**config.mk**
```make
export PLATFORM = sky130hd
export DESIGN_NAME = eeg_group_ecc
export DESIGN_NICKNAME = d
export VERILOG_FILES = /design/src/eeg_pkg.sv /design/src/eeg_group_ecc.sv
export SDC_FILE = /design/constraint.sdc
export NUM_CORES = 2
export LEC_CHECK = 0
export BUFFER_PORTS_ARGS = -buffer_cell sky130_fd_sc_hd__buf_2
export CORE_ASPECT_RATIO = 1.75
export CORE_MARGIN = 4
export CORE_UTILIZATION = 25
export DETAILED_ROUTE_END_ITERATION = 12
export HOLD_SLACK_MARGIN = 0.15
export PLACE_DENSITY = 0.46
export REMOVE_ABC_BUFFERS = 1
export SKIP_CTS_REPAIR_TIMING = 1
export SLEW_MARGIN = 20
export SYNTH_ARGS = -nofsm -noshare
export SYNTH_HDL_FRONTEND = slang
export SYNTH_SLANG_ARGS = --single-unit
```
**constraint.sdc**
```tcl
create_clock -name clk -period 9.8 [get_ports clk]
set_input_delay 1.96 -clock clk [delete_from_list [all_inputs] [get_ports clk]]
set_output_delay 1.96 -clock clk [all_outputs]
set_load 0.01 [all_outputs]
```
**src/eeg_pkg.sv**
```systemverilog
// package: constants and check-code functions for the group error-correction block
package eeg_pkg;

  // =====================================================================
  // geometry
  localparam int EEG_ADDR_W = 16;
  localparam int EEG_GRP_BYTES = 4;
  localparam int EEG_PAGE_BYTES = 128;
  localparam int EEG_PTR_W = 7;
  localparam int EEG_GRP_IDX_W = 5;
  localparam int EEG_GRP_ADDR_W = EEG_ADDR_W - 2;
  localparam int EEG_PAGE_W = EEG_ADDR_W - EEG_PTR_W;
  localparam int EEG_WORD_W = 8 * EEG_GRP_BYTES;
  localparam int EEG_CHK_W = 6;
  localparam logic [EEG_GRP_IDX_W-1:0] EEG_LAST_GRP = 5'h1F;

  // =====================================================================
  // timing
  localparam int EEG_CLK_NS = 40;
  localparam int EEG_TWR_NS = 5000000;
  // longest time, so rounded down
  localparam int EEG_TWR_CYC = EEG_TWR_NS / EEG_CLK_NS;
  localparam int EEG_TWR_CNT_W = 17;

  // =====================================================================
  // check code: each data bit owns a non-power-of-two codeword position
  function automatic logic [EEG_CHK_W-1:0] eeg_pos(input int idx);
    int n;
    logic [EEG_CHK_W-1:0] r;
    n = 0;
    r = '0;
    for (int k = 3; k < 64; k++) begin
      if ((k & (k - 1)) != 0) begin
        if (n == idx) r = 6'(k);
        n++;
      end
    end
    return r;
  endfunction

  function automatic logic [EEG_CHK_W-1:0] eeg_check(input logic [EEG_WORD_W-1:0] d);
    logic [EEG_CHK_W-1:0] c;
    c = '0;
    for (int i = 0; i < EEG_WORD_W; i++) begin
      if (d[i]) c = c ^ eeg_pos(i);
    end
    return c;
  endfunction

  // a syndrome pointing at a check bit or at no valid position leaves data as stored
  function automatic logic [EEG_WORD_W-1:0] eeg_fix(input logic [EEG_WORD_W-1:0] d,
                                                    input logic [EEG_CHK_W-1:0] c);
    logic [EEG_CHK_W-1:0] s;
    logic [EEG_WORD_W-1:0] f;
    s = eeg_check(d) ^ c;
    f = d;
    for (int i = 0; i < EEG_WORD_W; i++) begin
      if (eeg_pos(i) == s) f[i] = ~d[i];
    end
    return f;
  endfunction

endpackage

```
**src/eeg_group_ecc.sv**
```systemverilog
// group error correction between the serial slave engine and the array
`timescale 1ns/1ps

module eeg_group_ecc
  import eeg_pkg::*;
#(
  parameter int TWR_CYCLES = EEG_TWR_CYC
) (
  input wire logic clk,
  input wire logic srst,
  input wire logic wr_begin,
  input wire logic wr_id_page,
  input wire logic [EEG_ADDR_W-1:0] wr_addr,
  input wire logic wr_data_valid,
  input wire logic [7:0] wr_data,
  input wire logic wr_stop,
  input wire logic rd_req,
  input wire logic [EEG_ADDR_W-1:0] rd_addr,
  output logic [7:0] rd_data,
  output logic rd_valid,
  output logic busy,
  output logic arr_id_sel,
  output logic [EEG_GRP_ADDR_W-1:0] arr_grp,
  output logic arr_rd_en,
  input wire logic [EEG_WORD_W-1:0] arr_rd_data,
  input wire logic [EEG_CHK_W-1:0] arr_rd_chk,
  output logic arr_wr_en,
  output logic [EEG_WORD_W-1:0] arr_wr_data,
  output logic [EEG_CHK_W-1:0] arr_wr_chk
);

  localparam logic [EEG_TWR_CNT_W-1:0] TWR_LAST = EEG_TWR_CNT_W'(TWR_CYCLES - 1);

  typedef enum logic [3:0] {
    S_IDLE, S_LOAD, S_PRD, S_PWAIT, S_PMRG, S_PNEXT, S_TWR, S_RWAIT, S_RCAP
  } eeg_state_e;

  eeg_state_e state_reg;
  logic [7:0] buf_mem [EEG_PAGE_BYTES];
  logic [EEG_PAGE_BYTES-1:0] mask_reg;
  logic [EEG_PTR_W-1:0] ptr_reg;
  logic [EEG_PAGE_W-1:0] page_reg;
  logic [EEG_GRP_IDX_W-1:0] grp_reg;
  logic [1:0] lane_reg;
  logic [EEG_TWR_CNT_W-1:0] twr_cnt_reg;
  logic [EEG_WORD_W-1:0] old_word;
  logic [EEG_WORD_W-1:0] merge_word;
  logic grp_dirty;
  logic rd_take;

  assign old_word = eeg_fix(arr_rd_data, arr_rd_chk);
  assign grp_dirty = |mask_reg[{grp_reg, 2'h0} +: EEG_GRP_BYTES];
  // a read is taken exactly where the sequencer moves into the read states
  assign rd_take = rd_req && ((state_reg == S_IDLE && !wr_begin)
                              || (state_reg == S_LOAD && !wr_stop));

  // =====================================================================
  // merge: bytes not sent by the master keep their corrected old value
  for (genvar j = 0; j < EEG_GRP_BYTES; j++) begin : g_merge
    assign merge_word[8*j +: 8] = mask_reg[{grp_reg, 2'(j)}] ? buf_mem[{grp_reg, 2'(j)}]
                                                            : old_word[8*j +: 8];
  end

  // =====================================================================
  // sequencer
  always_ff @(posedge clk) begin
    if (srst) begin
      state_reg <= S_IDLE;
    end else begin
      case (state_reg)
        S_IDLE: begin
          if (wr_begin) state_reg <= S_LOAD;
          else if (rd_req) state_reg <= S_RWAIT;
        end
        S_LOAD: begin
          // a stop with no data was only an address set-up, so no write cycle
          if (wr_stop) state_reg <= (|mask_reg) ? S_PRD : S_IDLE;
          else if (rd_req) state_reg <= S_RWAIT;
        end
        S_PRD: state_reg <= grp_dirty ? S_PWAIT : S_PNEXT;
        S_PWAIT: state_reg <= S_PMRG;
        S_PMRG: state_reg <= S_PNEXT;
        S_PNEXT: state_reg <= (grp_reg == EEG_LAST_GRP) ? S_TWR : S_PRD;
        S_TWR: if (twr_cnt_reg == TWR_LAST) state_reg <= S_IDLE;
        S_RWAIT: state_reg <= S_RCAP;
        S_RCAP: state_reg <= S_IDLE;
        default: state_reg <= S_IDLE;
      endcase
    end
  end

  // =====================================================================
  // page load: only the low seven address bits advance
  always_ff @(posedge clk) begin
    if (srst) begin
      ptr_reg <= '0;
      page_reg <= '0;
      arr_id_sel <= 1'b0;
    end else if (state_reg == S_IDLE && wr_begin) begin
      ptr_reg <= wr_addr[EEG_PTR_W-1:0];
      page_reg <= wr_addr[EEG_ADDR_W-1:EEG_PTR_W];
      arr_id_sel <= wr_id_page;
    end else begin
      // reads always target the main array, so an id-page write must not leak into them
      if (rd_take) arr_id_sel <= 1'b0;
      if (state_reg == S_LOAD && wr_data_valid) ptr_reg <= ptr_reg + 7'h01;
    end
  end

  always_ff @(posedge clk) begin
    if (state_reg == S_LOAD && wr_data_valid) buf_mem[ptr_reg] <= wr_data;
  end

  always_ff @(posedge clk) begin
    if (srst) begin
      mask_reg <= '0;
    end else if ((state_reg == S_IDLE && wr_begin) || state_reg == S_TWR) begin
      mask_reg <= '0;
    end else if (state_reg == S_LOAD && wr_data_valid) begin
      mask_reg[ptr_reg] <= 1'b1;
    end
  end

  // =====================================================================
  // group walk over the page
  always_ff @(posedge clk) begin
    if (srst) begin
      grp_reg <= '0;
    end else if (state_reg == S_LOAD) begin
      grp_reg <= '0;
    end else if (state_reg == S_PNEXT) begin
      grp_reg <= grp_reg + 5'h01;
    end
  end

  // =====================================================================
  // array port: one group is the unit of every access
  always_ff @(posedge clk) begin
    if (srst) begin
      arr_grp <= '0;
      arr_rd_en <= 1'b0;
      lane_reg <= 2'h0;
    end else begin
      arr_rd_en <= 1'b0;
      if (rd_take) begin
        arr_grp <= rd_addr[EEG_ADDR_W-1:2];
        lane_reg <= rd_addr[1:0];
        arr_rd_en <= 1'b1;
      end else if (state_reg == S_PRD && grp_dirty) begin
        arr_grp <= {page_reg, grp_reg};
        arr_rd_en <= 1'b1;
      end
    end
  end

  always_ff @(posedge clk) begin
    if (srst) begin
      arr_wr_en <= 1'b0;
      arr_wr_data <= '0;
      arr_wr_chk <= '0;
    end else begin
      arr_wr_en <= (state_reg == S_PMRG);
      if (state_reg == S_PMRG) begin
        arr_wr_data <= merge_word;
        arr_wr_chk <= eeg_check(merge_word);
      end
    end
  end

  // =====================================================================
  // read answer: fixed latency whether or not a bit was repaired
  always_ff @(posedge clk) begin
    if (srst) begin
      rd_data <= 8'h00;
      rd_valid <= 1'b0;
    end else begin
      rd_valid <= (state_reg == S_RCAP);
      if (state_reg == S_RCAP) rd_data <= old_word[8*lane_reg +: 8];
    end
  end

  // =====================================================================
  // write cycle time; the engine holds the bus off while busy
  always_ff @(posedge clk) begin
    if (srst) begin
      twr_cnt_reg <= '0;
      busy <= 1'b0;
    end else begin
      if (state_reg == S_TWR) twr_cnt_reg <= twr_cnt_reg + 17'h00001;
      else twr_cnt_reg <= '0;
      if (state_reg == S_LOAD && wr_stop && |mask_reg) busy <= 1'b1;
      else if (state_reg == S_TWR && twr_cnt_reg == TWR_LAST) busy <= 1'b0;
    end
  end

  // =====================================================================
  // checks
  property p_grp_align;
    @(posedge clk) disable iff (srst)
      arr_wr_en |-> arr_grp == {page_reg, $past(grp_reg, 2)};
  endproperty
  a_grp_align: assert property (p_grp_align) else $error("group address misaligned");

  property p_rd_fix;
    @(posedge clk) disable iff (srst)
      state_reg == S_RCAP && (eeg_check(arr_rd_data) ^ arr_rd_chk) != 6'h00
      |-> eeg_check(old_word) == arr_rd_chk || $countones(old_word ^ arr_rd_data) == 0;
  endproperty
  a_rd_fix: assert property (p_rd_fix) else $error("single bit not repaired");

  property p_rd_lat;
    @(posedge clk) disable iff (srst)
      state_reg == S_IDLE && rd_req && !wr_begin
      |=> !rd_valid ##1 !rd_valid ##1 rd_valid ##1 !rd_valid;
  endproperty
  a_rd_lat: assert property (p_rd_lat) else $error("read latency changed");

  property p_wr_chk;
    @(posedge clk) disable iff (srst)
      arr_wr_en |-> arr_wr_chk == eeg_check(arr_wr_data) && $past(arr_rd_en, 2);
  endproperty
  a_wr_chk: assert property (p_wr_chk) else $error("group write without read or checks");

  property p_wr_cycle;
    @(posedge clk) disable iff (srst)
      state_reg == S_LOAD && wr_stop && |mask_reg |=> busy && state_reg == S_PRD;
  endproperty
  a_wr_cycle: assert property (p_wr_cycle) else $error("write cycle not started");

  property p_busy_cause;
    @(posedge clk) disable iff (srst)
      $rose(busy) |-> $past(wr_stop) && $past(state_reg) == S_LOAD;
  endproperty
  a_busy_cause: assert property (p_busy_cause) else $error("busy without stop");

  property p_busy_quiet;
    @(posedge clk) disable iff (srst)
      busy && rd_req |=> !arr_rd_en || state_reg == S_PWAIT;
  endproperty
  a_busy_quiet: assert property (p_busy_quiet) else $error("request served while busy");

  property p_ptr_wrap;
    @(posedge clk) disable iff (srst)
      state_reg == S_LOAD && wr_data_valid |=> ptr_reg == $past(ptr_reg) + 7'h01
                                              && page_reg == $past(page_reg);
  endproperty
  a_ptr_wrap: assert property (p_ptr_wrap) else $error("page pointer step wrong");

endmodule // eeg_group_ecc

```
==> summary.txt <==
Run status
  • Status: finished, final reports clean

Place
  • Post-DP HPWL: 112.1 mm
  • Port bufs: 149
  • Placed insts: 5643
  • GP Congestion: 0.9000
  • Post-Place Worst Slack: 3.423 ns

Critical path
  • Worst path max stage delay: 0.60 ns
  • Worst path slowest cell: nor4_4
  • Crit. End Element: flop
  • CP Data Arrival Time: 6.22 ns
  • Cell Chain, Critical Path: buf_2, xnor2_1, xnor3_1, xnor3_1, nor4_4, a21oi_1, a311oi_2, xnor3_1, xnor3_1, xnor2_1, nor2_1, a2111oi_2
  • CP dominant cell by count: xnor3_1
  • Critical Path RT: 10.43 ns
  • CP Launch Type: primary input
  • Max FO, Critical Path: 12
  • Kind of critical path: primary input to flop

Detailed routing
  • Detailed Route WL: 160.2 mm
  • Vias: 27220
  • Routed wire per std cell: 27.38 um
  • DR pass1 iterations: 5
  • Residual DRC: 0
  • DR iter-0 viols: 2140
  • DR vias/cell: 4.651
  • DRT antenna net count: 0

Synth
  • Top area cells in the synthesized netlist: edfxtp_1, mux4_2, dfxtp_1
  • Cell taking the most area after synthesis: edfxtp_1
  • Mapped Avg Cell Area: 18.01 sq um
  • Count leader, synth: edfxtp_1
  • Synth Area in Adders: 0.09660%
  • FFs w/ async S/R, synth: 0%
  • Yosys warnings: 0
  • Main combinational cell family by area after synthesis: multiplexers
  • Distinct cell type count after synthesis: 73
  • Yosys top cell area share: 59.35%
  • XOR/XNOR share of the synthesized area: 3.241%
  • Top cells by count, synth: edfxtp_1, mux4_2, nor2_1, dfxtp_1, o21a_1
  • Synth Area in Compound Gates: 3.900%
  • Area of the mapped netlist: 0.05181 sq mm
  • Ys flop type: edfxtp_1
  • Synthesized flop and latch total: 1266
  • Cell count after synthesis: 2876
  • Mux share of post-synthesis cell area: 17.08%
  • Register area share after synthesis: 68.71%
  • EDFF count, synth: 1024
  • Simple-gate area share of the yosys netlist: 5.362%

STA
  • Worst Skew: 0.03374 ns
  • Setup ws final: 4.210 ns
  • Tcrit/Tclk final: 57.04%
  • Pin slew with the least headroom to its limit: 1.165 ns
  • Setup violators final: 0
  • Rel. slew slack: 22.03%
  • Min cycle time layout: 5.590 ns
  • Pins over their slew limit: 0
  • Endpoints failing hold: 0
  • Worst hold slack: 0.4534 ns
  • RSZ-0062 raised after global routing: no
  • Fmax: 0.1789 GHz

Layout
  • Max reg flops: 1024
  • Area growth, synth to finish: 15.77%
  • Final Net Count: 3180
  • Share of cells above drive strength 1: 28.15%
  • Fin cells: 5852
  • Final core utilization: 29.17%

Clock tree
  • Cts bufs inserted: 110
  • Clk_lat worst skew: 0.72 ns
  • Clk slew on worst S/H paths: 0.07 ns
  • Clk root buf: clkbuf_16
  • Clock H-tree levels: 3
  • Clock tree buffer depth: 3
  • CTS tree: built
  • Clock sinks: 1266

Pwr
  • Peak supply drop: 139.3 uV
  • Power, Total: 12.98 mW
  • Power density cells: 216.4 mW/mm^2
  • P_leak: 18.69 nW

Min path
  • Hold Crit Class: flop to flop

Global routing
  • Congestion Overflow GR: 0
  • Vias in the first global route: 29060
  • Largest net degree at the start of global routing: 102
  • Initial antenna violation count: 7
  • First-pass GRT wire length: 226.8 mm
  • GRT Total Usage: 14.70%

Die
  • Cell row count: 220
  • Initial Util: 25.20%
  • Die height: 610.2 um
  • IO Pins: 150
  • Die Span X: 352.1 um
  • Core footprint: 0.2056 sq mm
  • Die footprint: 0.2149 sq mm

Run
  • Max Cap Viol: 0
[final timing paths]
check | start | endpoint | slack, ns | cells past startpoint
setup reg to reg | flop | arr_wr_chk[1] | 4.42 | 11
hold / removal | arr_wr_data[11] | arr_wr_data[11] | 0.45 | 2
hold reg to reg | arr_wr_data[11] | arr_wr_data[11] | 0.45 | 2
setup / recovery | arr_rd_data[10] | arr_wr_chk[1] | 4.21 | 12
[worst max-delay path, delay by kind of cell]
kind | cells | cell delay [ns]
simple gates | 2 | 0.70
compound gates | 3 | 0.85
buf+inv | 1 | 0.14
xor+xnor | 6 | 2.56
[cell type report]
class / instances / area [sq um]
clock inverter: 77 / 808.3
multi-input combinational: 1429 / 15480
tap: 2664 / 3333
fill: 20370 / 145600
antenna: 2 / 5.005
clock buffer: 130 / 2952
timing repair buffer: 274 / 1744
sequential: 1266 / 35620
inverter: 10 / 37.54
[stage by stage]
stage	setup TNS, ns	area (sq um)
floorplan	-103.42	51010
global placement	0	56160
detailed placement	0	56190
CTS	0	59950
global route	0	59980
finish	0	59980
[routing by layer]
layer	GRT usage, %	part of all wire, %	vias up
met5	0	0.033	-
li1	-	-	11890
met4	6.188	4.5	8
met3	1.923	3.3	225
met1	14.98	35	14480
met2	29.58	57	615
[kinds of logic after synthesis]
family / count (synthesis)
fa+ha+maj: 4
simple gates: 569
flops: 1266
mux: 434
buf+inv: 181
compound gates: 291
xor+xnor: 131
[cells in the final DEF (no fill, tap or decap), types with 11 or more instances in the layout]
cell          n
nor3_1       18
clkinv_2     16
mux4_2      359
and3_1       11
nor4_1       35
clkbuf_16   113
buf_4       131
xnor3_1      27
bufinv_16    13
o21a_1      130
clkbuf_1     11
edfxtp_1   1024
nand3_1      21
nor2_1      223
clkinv_1     23
o21ai_0      21
nand2b_1     18
dfxtp_1     235
nand2_1     111
xor2_1       44
buf_2       140
a21oi_1      66
nor2b_1      12
nor2_2       30
or3_1        13
mux2i_1      66
xnor2_1      48
a211oi_1     29
nand4_1      23
[power breakdown]
group          total (mW)  internal (mW)  switching (mW)
Clock                4.59           2.51            2.08
Sequential           6.01           5.90           0.107
Combinational        2.38          0.973            1.41
Total                13.0           9.39            3.59
Note: power is estimated with default switching activity, not from simulation.
